===== src/pkg/pcfgs_pkg.sv =====
// package of constants and carriers for the pci configuration id and status block
//==========================================================================
package pcfgs_pkg;
  //==========================================================================
  // register offsets
  localparam logic [11:0] PCFGS_OFS_IDENT = 12'h000;
  localparam logic [11:0] PCFGS_OFS_CMDSTAT = 12'h004;
  //==========================================================================
  // field positions in the command and status word
  localparam int PCFGS_BIT_DPE = 31;
  localparam int PCFGS_BIT_SSERR = 30;
  localparam int PCFGS_BIT_RMA = 29;
  localparam int PCFGS_BIT_RTA = 28;
  localparam int PCFGS_BIT_STA = 27;
  localparam int PCFGS_BIT_SEL_HI = 26;
  localparam int PCFGS_BIT_SEL_LO = 25;
  localparam int PCFGS_BIT_MDP = 24;
  localparam int PCFGS_BIT_TBB = 23;
  localparam int PCFGS_BIT_HS = 21;
  localparam int PCFGS_BIT_CAP = 20;
  localparam int PCFGS_BIT_MBB = 9;
  localparam int PCFGS_BIT_SERREN = 8;
  localparam int PCFGS_BIT_WAIT = 7;
  localparam int PCFGS_BIT_PARITY_RESPONSE_ENABLE = 6;
  localparam int PCFGS_BIT_SNOOP = 5;
  //==========================================================================
  // constant field values
  localparam logic [1:0] PCFGS_SEL_TIMING = 2'h1;
  localparam logic PCFGS_TBB_VAL = 1'h1;
  localparam logic PCFGS_HS_VAL = 1'h0;
  localparam logic PCFGS_CAP_VAL = 1'h1;
  localparam logic PCFGS_MBB_VAL = 1'h0;
  localparam logic PCFGS_WAIT_VAL = 1'h0;
  localparam logic PCFGS_SNOOP_VAL = 1'h0;
  // identifier defaults: arbitrary neutral values
  localparam logic [15:0] PCFGS_DEV_ID_DEF = 16'h1234;
  localparam logic [15:0] PCFGS_VEN_ID_DEF = 16'hABCD;
  //==========================================================================
  // event pulses from the pci master and target modules
  typedef struct packed {
    logic mst_data_perr;   // master saw a data parity error
    logic tgt_addr_perr;   // target saw an address parity error
    logic tgt_data_perr;   // target saw a data parity error
    logic mst_abort;       // master ended with master-abort
    logic mst_rx_tabort;   // master got target-abort
    logic tgt_tx_tabort;   // target signalled target-abort
    logic mst_perr_own;    // master asserts perr itself
    logic mst_perr_tgt;    // addressed target asserts perr
  } pcfgs_evt_t;
  // configuration access from the host side
  typedef struct packed {
    logic rd;
    logic wr;
    logic [11:0] addr;
    logic [3:0] be;
    logic [31:0] wdata;
  } pcfgs_acc_t;
endpackage : pcfgs_pkg


===== src/verilog/pcfgs_top.sv =====
// pci configuration identifier and command/status registers
`timescale 1ns/10ps
`default_nettype none
module pcfgs_top
  import pcfgs_pkg::*;
(
  input wire logic CORE_CLK_I,        // pci clock, 40 MHz
  input wire logic NRST_I,            // global reset, active low
  input wire logic PCI_NRST_I,        // pci reset, synchronous, active low
  input wire pcfgs_acc_t CFG_ACC_I,   // configuration access
  input wire pcfgs_evt_t EVT_I,       // status event pulses
  input wire logic ID_LOAD_I,         // load identifier from eeprom
  input wire logic [31:0] ID_DATA_I,  // identifier load value
  output logic [31:0] CFG_RDATA_O,    // read data, registered
  output logic SYSTEM_ERROR_ENABLE_O,             // system error may be driven
  output logic PERR_EN_O,             // parity error pin may be driven
  output logic [5:0] STAT_IRQ_O       // per-flag interrupt requests
);
  //==========================================================================
  // decode
  logic sel_id;
  logic sel_cs;
  logic wr_cs;
  logic [15:0] dev_id;
  logic [15:0] ven_id;
  logic system_error_enable;
  logic par_resp;
  logic dpe, sserr, rma, rta, sta, mdp;
  logic [31:0] next_rdata;
  logic [31:0] cs_word;

  // byte-lane aware write-one-to-clear helper
  function automatic logic w1c(input logic wr, input logic [3:0] be,
                               input logic [31:0] d, input int b);
    w1c = wr && be[b / 8] && d[b];
  endfunction : w1c

  assign sel_id = (CFG_ACC_I.addr == PCFGS_OFS_IDENT);
  assign sel_cs = (CFG_ACC_I.addr == PCFGS_OFS_CMDSTAT);
  assign wr_cs = CFG_ACC_I.wr && sel_cs;

  //==========================================================================
  // identifier word on global reset only
  always_ff @(posedge CORE_CLK_I or negedge NRST_I)
  begin
    if (!NRST_I)
    begin
      dev_id <= PCFGS_DEV_ID_DEF;
      ven_id <= PCFGS_VEN_ID_DEF;
    end
    else if (ID_LOAD_I)
    begin
      dev_id <= ID_DATA_I[31:16];
      ven_id <= ID_DATA_I[15:0];
    end
  end

  //==========================================================================
  // enables, cleared on pci reset
  always_ff @(posedge CORE_CLK_I or negedge NRST_I)
  begin
    if (!NRST_I)
    begin
      system_error_enable <= 1'b0;
      par_resp <= 1'b0;
    end
    else if (!PCI_NRST_I)
    begin
      system_error_enable <= 1'b0;
      par_resp <= 1'b0;
    end
    else
    begin
      // lanes are independent so a full-word write updates both enables
      if (wr_cs && CFG_ACC_I.be[1])
        system_error_enable <= CFG_ACC_I.wdata[PCFGS_BIT_SERREN];
      if (wr_cs && CFG_ACC_I.be[0])
        par_resp <= CFG_ACC_I.wdata[PCFGS_BIT_PARITY_RESPONSE_ENABLE];
    end
  end

  //==========================================================================
  // sticky status flags; a set in the clear cycle wins
  always_ff @(posedge CORE_CLK_I or negedge NRST_I)
  begin
    if (!NRST_I)
    begin
      dpe <= 1'b0;
      sserr <= 1'b0;
      rma <= 1'b0;
      rta <= 1'b0;
      sta <= 1'b0;
      mdp <= 1'b0;
    end
    else if (!PCI_NRST_I)
    begin
      dpe <= 1'b0;
      sserr <= 1'b0;
      rma <= 1'b0;
      rta <= 1'b0;
      sta <= 1'b0;
      mdp <= 1'b0;
    end
    else
    begin
      dpe <= (EVT_I.mst_data_perr || EVT_I.tgt_addr_perr || EVT_I.tgt_data_perr)
             || (dpe && !w1c(wr_cs, CFG_ACC_I.be, CFG_ACC_I.wdata, PCFGS_BIT_DPE));
      sserr <= (EVT_I.tgt_addr_perr && system_error_enable && par_resp)
               || (sserr && !w1c(wr_cs, CFG_ACC_I.be, CFG_ACC_I.wdata,
                                 PCFGS_BIT_SSERR));
      rma <= EVT_I.mst_abort
             || (rma && !w1c(wr_cs, CFG_ACC_I.be, CFG_ACC_I.wdata, PCFGS_BIT_RMA));
      rta <= EVT_I.mst_rx_tabort
             || (rta && !w1c(wr_cs, CFG_ACC_I.be, CFG_ACC_I.wdata, PCFGS_BIT_RTA));
      sta <= EVT_I.tgt_tx_tabort
             || (sta && !w1c(wr_cs, CFG_ACC_I.be, CFG_ACC_I.wdata, PCFGS_BIT_STA));
      mdp <= (par_resp && (EVT_I.mst_perr_own || EVT_I.mst_perr_tgt))
             || (mdp && !w1c(wr_cs, CFG_ACC_I.be, CFG_ACC_I.wdata, PCFGS_BIT_MDP));
    end
  end

  //==========================================================================
  // read word assembly; unlisted bits stay zero
  always_comb
  begin
    cs_word = 32'h0;
    cs_word[PCFGS_BIT_DPE] = dpe;
    cs_word[PCFGS_BIT_SSERR] = sserr;
    cs_word[PCFGS_BIT_RMA] = rma;
    cs_word[PCFGS_BIT_RTA] = rta;
    cs_word[PCFGS_BIT_STA] = sta;
    cs_word[PCFGS_BIT_SEL_HI:PCFGS_BIT_SEL_LO] = PCFGS_SEL_TIMING;
    cs_word[PCFGS_BIT_MDP] = mdp;
    cs_word[PCFGS_BIT_TBB] = PCFGS_TBB_VAL;
    cs_word[PCFGS_BIT_HS] = PCFGS_HS_VAL;
    cs_word[PCFGS_BIT_CAP] = PCFGS_CAP_VAL;
    cs_word[PCFGS_BIT_MBB] = PCFGS_MBB_VAL;
    cs_word[PCFGS_BIT_SERREN] = system_error_enable;
    cs_word[PCFGS_BIT_WAIT] = PCFGS_WAIT_VAL;
    cs_word[PCFGS_BIT_PARITY_RESPONSE_ENABLE] = par_resp;
    cs_word[PCFGS_BIT_SNOOP] = PCFGS_SNOOP_VAL;
    if (sel_id)
      next_rdata = {dev_id, ven_id};
    else if (sel_cs)
      next_rdata = cs_word;
    else
      next_rdata = 32'h0;
  end

  // read data registered one cycle after the read strobe
  always_ff @(posedge CORE_CLK_I or negedge NRST_I)
  begin
    if (!NRST_I)
      CFG_RDATA_O <= 32'h0;
    else if (CFG_ACC_I.rd)
      CFG_RDATA_O <= next_rdata;
  end

  //==========================================================================
  // enables toward the pci pins; par generation is not gated here
  assign SYSTEM_ERROR_ENABLE_O = system_error_enable && par_resp;
  assign PERR_EN_O = par_resp;
  assign STAT_IRQ_O = {dpe, sserr, rma, rta, sta, mdp};
endmodule : pcfgs_top
`default_nettype wire


===== config.mk =====
export PLATFORM = sky130hd
export DESIGN_NAME = pcfgs_top
export DESIGN_NICKNAME = d
export VERILOG_FILES = /design/src/pkg/pcfgs_pkg.sv /design/src/verilog/pcfgs_top.sv
export SDC_FILE = /design/constraint.sdc
export NUM_CORES = 1
export LEC_CHECK = 0
export ABC_CLOCK_PERIOD_IN_PS = 1500
export BUFFER_PORTS_ARGS = -buffer_cell sky130_fd_sc_hd__buf_2
export CORE_AREA = 2 2 84 86
export CTS_BUF_LIST = sky130_fd_sc_hd__clkbuf_4
export DETAILED_ROUTE_END_ITERATION = 10
export DIE_AREA = 0 0 86 88
export PLACE_DENSITY = 0.8
export SLEW_MARGIN = 10
export SYNTH_ARGS = -nofsm -noshare
export SYNTH_HDL_FRONTEND = slang
export SYNTH_SLANG_ARGS = --single-unit

===== constraint.sdc =====
create_clock -name CORE_CLK_I -period 1.5 [get_ports CORE_CLK_I]
set_clock_uncertainty 0.1 [all_clocks]
set_input_delay 0.3 -clock CORE_CLK_I [delete_from_list [all_inputs] [get_ports CORE_CLK_I]]
set_output_delay 0.3 -clock CORE_CLK_I [all_outputs]
set_load 0.02 [all_outputs]

==> results of run 1 <==
-- synth_stat cells (2+ instances only) --
library cell,count,area (sq um)
or4_4,2,22.5
o21ai_0,30,150
o32ai_1,3,26.3
buf_4,6,45.0
dfrtp_1,57,1430
nor4_1,3,18.8
a31oi_1,6,37.5
buf_6,2,22.5
mux2_2,19,214
o22ai_2,20,250
nor2b_1,8,50.1
dfstp_2,15,394
nand2_1,26,97.6
nor3_1,2,10.0
clkbuf_1,10,37.5
mux2i_1,2,20.0
buf_1,3,11.3
inv_1,48,180
a31o_2,8,70.1
nand3_1,3,15.0
-- cell type report --
cell class,count,area (sq um),share of cell area
Clock buffer,11,82.6,0.0192
Tap cell,80,100,0.0233
Inverter,48,180,0.0419
Sequential cell,72,1820,0.423
Timing Repair Buffer,151,978,0.227
Multi-Input combinational cell,141,1070,0.248
Clock inverter,5,72.6,0.0169
-- flip-flops by register name (all words and copies together) (netlist names) --
| register | flops |
|---|---|
| CFG_RDATA_O | 32 |
| PERR_EN_O | 1 |
| dev_id | 16 |
| dpe | 1 |
| mdp | 1 |
| rma | 1 |
| rta | 1 |
| sserr | 1 |
| sta | 1 |
| system_error_enable | 1 |
| ven_id | 16 |
-- tightest hold or removal path, stage by stage --
cell and delay [ps]:
buf_2 70, nand2_1 40, o21ai_0 70
-- timing repair --
action | in CTS | in global routing
endpoints found under the hold margin | 80 | 3
gates resized for setup | 8 | 2
hold buffers | 24 | 3
setup endpoints to repair | 22 | 24
setup buffers | 3 | 0
-- logic make-up (layout without fill, tap and decap cells) --
group                  Yosys count  count (layout)  share of synthesized area
buffers and inverters           70             215                     0.0953
AOI/OAI and AO/OA               70              70                      0.176
and+or+nand+nor                 50              50                     0.0798
muxes                           21              21                     0.0739
DFF                             72              72                      0.575
-- per-layer routing --
metal | share of wire | vias up | wire, um | GRT usage
met5 | 0 | - | 0 | 0
met4 | 0.026 | 0 | 196 | 0.0996
met3 | 0.048 | 18 | 365 | 0.0396
met2 | 0.51 | 99 | 3840 | 0.354
met1 | 0.42 | 1246 | 3180 | 0.251
li1 | - | 1226 | - | -
-- worst paths after layout --
| kind | startpoint | to | slack [ps] | cells after the start |
|---|---|---|---|---|
| hold reg to reg | dev_id[6]$_DFFE_PN0P_ | CFG_RDATA_O[22]$_DFFE_PN0P_ | 410 | 2 |
| setup / recovery | CFG_ACC_I[45] | CFG_RDATA_O[17]$_DFFE_PN0P_ | -50 | 5 |
| hold / removal | ID_DATA_I[18] | dev_id[2]$_DFFE_PN1P_ | 20 | 3 |
| setup reg to reg | PERR_EN_O$_DFFE_PN0P_ | CFG_RDATA_O[6]$_DFFE_PN0P_ | 190 | 3 |
| max in group asynchronous | NRST_I | dev_id[2]$_DFFE_PN1P_ | 580 | 3 |
| min in group asynchronous | NRST_I | CFG_RDATA_O[8]$_DFFE_PN0P_ | 350 | 3 |
-- power breakdown --
part / switching, mW / internal [mW] / total, mW
Clock: 0.652 / 0.702 / 1.35
Combinational: 0.228 / 0.219 / 0.448
Sequential: 0.0348 / 2.05 / 2.09
Total: 0.915 / 2.98 / 3.89
-- per-stage QoR --
| stage | worst slack (ps) | setup TNS [ps] |
|---|---|---|
| 3_3_place_gp | -464 | -15650 |
| 4_1_cts | -43.6 | -318 |
| 2_1_floorplan | -355 | -11590 |
| 6_report | -45.3 | -637 |
| 3_5_place_dp | -479 | -16400 |
| 5_1_grt | -82.9 | -766 |
==> impl_metrics.yaml, run 1 <==
run_status:
  status: "complete, but fails checks"
  violations: "setup timing"
synth:
  syn_nets: 377
  syn_inst: 283
  ys_ff_latch: 72
  ys_async_sr_fraction: 1.00
  yosys_most_used_dff: "dfrtp_1"
  synth_cell_types: 30
  synth-seq-area-share: 0.575
  synth_edf_count: 0
  yosys_warnings: 0
  synth_area_sq_um: 3170
  syn_area_per_cell_sq_um: 11.2
timing:
  min_period_ps: 1550
  maxSlewViolCount: 0
  rsz0062_at_grt: "yes"
  clock.fmax_mhz: 647
  timing.final.ws_setup_ps: -45.3
  tightest_slew_ps: 373
  hold_viol: 0
  hold_ws_ps: 20.1
  setup_violations: 23
  fin_crit_sh: 1.03
  slew-limit-headroom: 0.748
worst_setup_path:
  worst_path_most_repeated_cell: "or4_4"
  cp_slowest_stage_delay_ps: 570
  cp_slowest_cell: "or4_4"
  cpLargestDelayFamily: "simple AND/OR/NAND/NOR gates"
  end_kind: "flip-flop"
  cp.buffers_inverters: 2
  criticalPathCategory: "in -> reg"
  arrival_ps: 1770
  crit_fanout: 21
  cp_cell_sequence: "buf_6 -> or4_4 -> or4_4 -> buf_12 -> o22ai_2"
  cp-start-kind: "input port"
  critPathRequiredTime_ps: 1730
route:
  first_pass_iters: 6
  drt-total-wl_um: 7570
  vias: 2589
  drc: 0
  avgRoutedWirePerCell_um: 14.9
  routed_via_density: 5.10
  ant_nets: 0
  drtIter0Drc: 127
layout:
  drive_above_1_share: 0.488
  layout_common_cells: "buf_2, dfrtp_1, inv_1, o21ai_0, dlygate4sd3_1"
  antenna_cells: 0
  final_common_cell: "buf_2"
  final_nets: 517
  area_growth_pct: 36.0
  fin_area_sq_um: 4300
  final_util: 0.648
  final_cells: 508
  fillers: 513
cts:
  clock-root-buffer: "clkbuf_4"
  htree_levels: 3
  clock_path_buffers: 2
  clk_pin_slew_worst_paths_ps: 100
  cts_sinks: 72
  cts_tree: "done"
  cts-buffers-inserted: 9
  worstSkewPairLatency_ps: 410
floorplanning:
  dieWidth_um: 86
  ios: 134
  core_area_sq_um: 6640
  die_y_um: 88
  dieArea_sq_um: 7570
  fp-row-count: 30
  initial_core_util: 0.476
global_route:
  grt_max_degree: 73
  grt_pass1_wl_um: 11900
  gr-total-overflow: 0
  grt_pass1_vias: 2583
  grt.total_usage: 0.206
  antenna_found_initial: 0
pwr:
  power_mw: 3.89
  ir_worst_vdd_mv: 0.576
  p_per_area_nw_per_um2: 904
  leakagePower_nw: 2.13
place:
  globalplace.congestion: 0.866
  port_buffers: 108
  dp_hpwl_um: 4850
  dpl-instance-area_sq_um: 3820
  dpl.cell_count: 462
run:
  drv_cap: 0
min_path:
  hold_path.class: "in -> reg"
Note: power is estimated with default switching activity, not from simulation.
==> inputs of run 2 (changes only) <==
- CELL_PAD_IN_SITES_DETAIL_PLACEMENT: default -> 0
- CELL_PAD_IN_SITES_GLOBAL_PLACEMENT: default -> 1
- CORE_AREA: 2 2 84 86 -> 2 2 96 98
- DIE_AREA: 0 0 86 88 -> 0 0 98 100
- PLACE_DENSITY: 0.8 -> default
- PLACE_DENSITY_LB_ADDON: default -> 0.1
==> run 2 against run 1 <==
Against the previous run: the flow still finishes with violations (setup timing); die area rose by 29%; maximum frequency rose by 0.18%; largest cell class unchanged; clock-buffer cell count did not move; routed wire length fell by 2.2%; utilization fell by 15 points; design area rose by 2.5%.
==> impl_metrics.yaml, run 2 (same netlist as run 1, synthesis figures left out) <==
run_status:
  status: "complete, but fails checks"
  violations: "setup timing"
worst_setup_path:
  crit_fanout: 21
  arrival_ps: 1770
  cp_slowest_cell: "or4_4"
  critPathRequiredTime_ps: 1730
  criticalPathCategory: "in -> reg"
  worst_path_most_repeated_cell: "or4_4"
  cp_slowest_stage_delay_ps: 560
  end_kind: "flip-flop"
  cp_cell_sequence: "buf_6 -> or4_4 -> or4_4 -> buf_12 -> o22ai_2"
  cp-start-kind: "input port"
cts:
  worstSkewPairLatency_ps: 410
  clock_path_buffers: 2
  clk_pin_slew_worst_paths_ps: 110
  cts-buffers-inserted: 9
  clock-root-buffer: "clkbuf_4"
  htree_levels: 3
  cts_sinks: 72
  cts_tree: "done"
min_path:
  hold_path.class: "in -> reg"
global_route:
  gr-total-overflow: 0
  grt_max_degree: 73
  antenna_found_initial: 0
  grt.total_usage: 0.157
  grt_pass1_wl_um: 12100
  grt_pass1_vias: 2494
route:
  drtIter0Drc: 36
  ant_nets: 0
  avgRoutedWirePerCell_um: 13.5
  routed_via_density: 4.54
  vias: 2486
  drt-total-wl_um: 7410
  drc: 0
  first_pass_iters: 4
place:
  port_buffers: 108
  globalplace.congestion: 0.709
  place_ws_ps: -482
  dp_hpwl_um: 4860
  dpl.cell_count: 492
floorplanning:
  core_area_sq_um: 8890
  dieWidth_um: 98
  ios: 134
  initial_core_util: 0.356
  fp-row-count: 35
  die_y_um: 100
  dieArea_sq_um: 9800
timing:
  clock.fmax_mhz: 648
  setup_violations: 23
  timing.final.ws_setup_ps: -42.4
  hold_viol: 0
  slew-limit-headroom: 0.731
  rsz0062_at_grt: "yes"
  min_period_ps: 1540
  tightest_slew_ps: 403
  maxSlewViolCount: 0
  fin_crit_sh: 1.03
layout:
  final_cells: 547
  drive_above_1_share: 0.475
  final_common_cell: "buf_2"
  final_nets: 525
  final_util: 0.496
  final-seq-area_sq_um: 1820
  multi_input_area_sq_um: 1060
  fillers: 865
  layout_common_cells: "buf_2, dfrtp_1, inv_1, dlygate4sd3_1, o21ai_0"
  area_growth_pct: 39.4
  largest_registers: "CFG_RDATA_O: 32 flops, dev_id: 16 flops, ven_id: 16 flops"
  largest_register_ffs: 32
  antenna_cells: 0
  top_register: "CFG_RDATA_O"
pwr:
  ir_worst_vdd_mv: 0.455
  p_per_area_nw_per_um2: 845
  power_mw: 3.73
  leakagePower_nw: 2.16
run:
  drv_cap: 0
[run 2: final timing paths]
| path | start | to | slack (ps) | cells after the start |
|---|---|---|---|---|
| worst max-delay path | CFG_ACC_I[45] | CFG_RDATA_O[19]$_DFFE_PN0P_ | -40 | 5 |
| worst min-delay path | ID_DATA_I[14] | ven_id[14]$_DFFE_PN0P_ | 30 | 3 |
| worst max register to register | system_error_enable$_DFFE_PN0P_ | CFG_RDATA_O[8]$_DFFE_PN0P_ | 230 | 3 |
| worst min register to register | dev_id[8]$_DFFE_PN0P_ | dev_id[8]$_DFFE_PN0P_ | 420 | 1 |
| max in group asynchronous | NRST_I | ven_id[11]$_DFFE_PN1P_ | 600 | 3 |
| min in group asynchronous | NRST_I | rma$_DFF_PN0_ | 310 | 3 |
[run 2: final cells by class]
type,count,area share
Clock buffer,11,0.0187
Clock inverter,5,0.0108
Inverter,48,0.0408
Multi-Input combinational cell,141,0.241
Sequential cell,72,0.413
Tap cell,111,0.0315
Timing Repair Buffer,159,0.244
[run 2: power by group]
part	switching, mW	internal, mW	leakage [nW]	total (mW)
Combinational	0.224	0.240	1.18	0.464
Sequential	0.0329	2.05	0.912	2.09
Clock	0.648	0.531	0.0757	1.18
[run 2: per-layer routing]
metal  global-route usage  up-vias  routed length, um
li1                     -     1242                  -
met1                0.218     1163               3560
met2                0.234       70               3310
met3               0.0397       11                392
met4               0.0705        0                134
met5                    0        -                  0
[run 2: what timing repair did]
item / in CTS / in global routing
setup endpoints to repair: 21 / 23
buffers inserted: 3 / 0
hold buffers: 36 / 0
pin swaps: 0 / 0
gates resized for setup: 8 / 1
hold endpoints to repair: 89 / 0
[run 2: through the flow]
| step | hold slack [ps] | cell area [sq um] | TNS, ps |
|---|---|---|---|
| after floorplan | -95.6 | 3190 | -11590 |
| after global placement | 250 | 3860 | -15260 |
| after detailed placement | 246 | 3860 | -15850 |
| after CTS | 0.546 | 4410 | -163 |
| after global routing | 1.49 | 4410 | -627 |
| final | 27.8 | 4410 | -576 |
[run 2: worst max-delay path, delay by kind of cell]
kind,cells,cell delay [ps]
and+or+nand+nor,2,1080
buffers and inverters,2,280
AOI/OAI and AO/OA,1,100
==> inputs of run 3 (changes only) <==
- HOLD_SLACK_MARGIN: default -> 0.06
- SKIP_LAST_GASP: default -> 1
==> run 3 against run 2 <==
Against the previous run: the run still ends with setup timing left; first-iteration DRC count grew 33%; cell count grew 1.6%; critical path depth is the same; largest cell class unchanged.
==> impl_metrics.yaml, run 3 (same netlist as run 1, synthesis figures left out) <==
route:
  ant_nets: 0
  dr_wl_met3_um: 386
  avgRoutedWirePerCell_um: 13.5
  first_pass_iters: 4
  routed_via_density: 4.54
  vias: 2526
  wl_met1_um: 3620
  top_layer: "met4"
  met2_length_um: 3370
  drtIter0Drc: 48
  drc: 0
  drt-total-wl_um: 7510
pwr:
  p_per_area_nw_per_um2: 835
  ir_worst_vdd_mv: 0.453
  leakagePower_nw: 2.19
  power_mw: 3.74
global_route:
  grt_max_degree: 73
  gr-total-overflow: 0
  grt_pass1_wl_um: 12300
  grt_pass1_vias: 2546
  antenna_found_initial: 0
  grt.total_usage: 0.160
worst_setup_path:
  arrival_ps: 1790
  cp_slowest_cell: "or4_4"
  cp-start-kind: "input port"
  cp_cell_sequence: "buf_2 -> or4_4 -> or4_4 -> buf_12 -> o22ai_1"
  rrSetupSlack_ps: 230
  criticalPathCategory: "in -> reg"
  crit_start: "CFG_ACC_I[45]"
  crit_fanout: 21
  worst_path_most_repeated_cell: "or4_4"
  cp_slowest_stage_delay_ps: 560
  rr_worst_depth: 3
  critPathRequiredTime_ps: 1730
  end_kind: "flip-flop"
  endpoint: "CFG_RDATA_O[12]$_DFFE_PN0P_"
  reg2reg_from: "system_error_enable$_DFFE_PN0P_"
  r2r-end: "CFG_RDATA_O[8]$_DFFE_PN0P_"
floorplanning:
  core_area_sq_um: 8890
  initial_core_util: 0.356
  die_y_um: 100
  dieArea_sq_um: 9800
  ios: 134
  fp-row-count: 35
  dieWidth_um: 98
place:
  port_buffers: 108
  globalplace.congestion: 0.709
  place_ws_ps: -482
  dp_hpwl_um: 4860
cts:
  clk_pin_slew_worst_paths_ps: 120
  cts-buffers-inserted: 9
  cts_tree: "done"
  clock-root-buffer: "clkbuf_4"
  clock_path_buffers: 2
  cts_sinks: 72
  worstSkewPairLatency_ps: 410
  htree_levels: 3
timing:
  min_period_ps: 1560
  rsz0062_at_grt: "yes"
  setup_violations: 23
  clock.fmax_mhz: 639
  maxSlewViolCount: 0
  tightest_slew_ps: 403
  timing.final.ws_setup_ps: -65.0
  hold_viol: 0
  slew-limit-headroom: 0.731
  fin_crit_sh: 1.04
layout:
  antenna_cells: 0
  drive_above_1_share: 0.463
  largest_registers: "CFG_RDATA_O: 32 flops, dev_id: 16 flops, ven_id: 16 flops"
  area_growth_pct: 41.6
  final_common_cell: "buf_2"
  largest_register_ffs: 32
  top_register: "CFG_RDATA_O"
  final_nets: 534
  layout_common_cells: "buf_2, dfrtp_1, inv_1, dlygate4sd3_1, o21ai_0"
  final_util: 0.504
run_status:
  violations: "setup timing"
  status: "complete, but fails checks"
run:
  drv_cap: 0
min_path:
  hold_path.class: "in -> reg"
[run 3: what timing repair did]
item,in CTS,in global routing
hold endpoints to repair,97,0
pin swaps,0,0
hold buffers,45,0
gates resized for setup,6,0
setup endpoints to repair,21,23
buffers inserted,3,0
[run 3: critical path, delay by kind of cell]
kind	cells	cell delay [ps]
compound gates	1	110
buf+inv	2	280
simple gates	2	1080
[run 3: layer usage]
layer  vias up  GRT usage
met1      1182      0.222
met5         -          0
met2        74      0.238
li1       1259          -
met3        11     0.0383
met4         0     0.0705
[run 3: where the power goes]
part           total [mW]  switching [mW]  internal [mW]
combinational       0.479           0.227          0.252
sequential           2.09          0.0329           2.05
clock                1.18           0.647          0.531
total                3.74           0.907           2.84
[run 3: worst min-delay path by stage]
stage	depth (start not counted)	end	start	slack, ps
finish	3	dpe$_DFF_PN0_	PCI_NRST_I	100
global route	3	dpe$_DFF_PN0_	PCI_NRST_I	80
CTS	3	dpe$_DFF_PN0_	PCI_NRST_I	70
detailed placement	2	rma$_DFF_PN0_	NRST_I	250
global placement	2	rma$_DFF_PN0_	NRST_I	250
floorplan	0	CFG_RDATA_O[0]$_DFFE_PN0P_	NRST_I	-100
[run 3: layout make-up]
cell class | instances | area (sq um)
Fill cell | 857 | 4410
Sequential cell | 72 | 1820
Timing Repair Buffer | 168 | 1160
Multi-Input combinational cell | 141 | 1060
Inverter | 48 | 180
Tap cell | 111 | 139
Clock buffer | 11 | 82.6
Clock inverter | 5 | 47.5
[run 3: metrics by stage]
| stage | area, sq um | cells | hold slack [ps] | setup TNS (ps) |
|---|---|---|---|---|
| floorplan | 3190 | 283 | -95.6 | -11590 |
| global placement | 3860 | 492 | 250 | -15260 |
| detailed placement | 3860 | 492 | 246 | -15850 |
| CTS | 4480 | 556 | 65.7 | -340 |
| global route | 4480 | 556 | 79.8 | -973 |
| finish | 4480 | 556 | 101 | -793 |
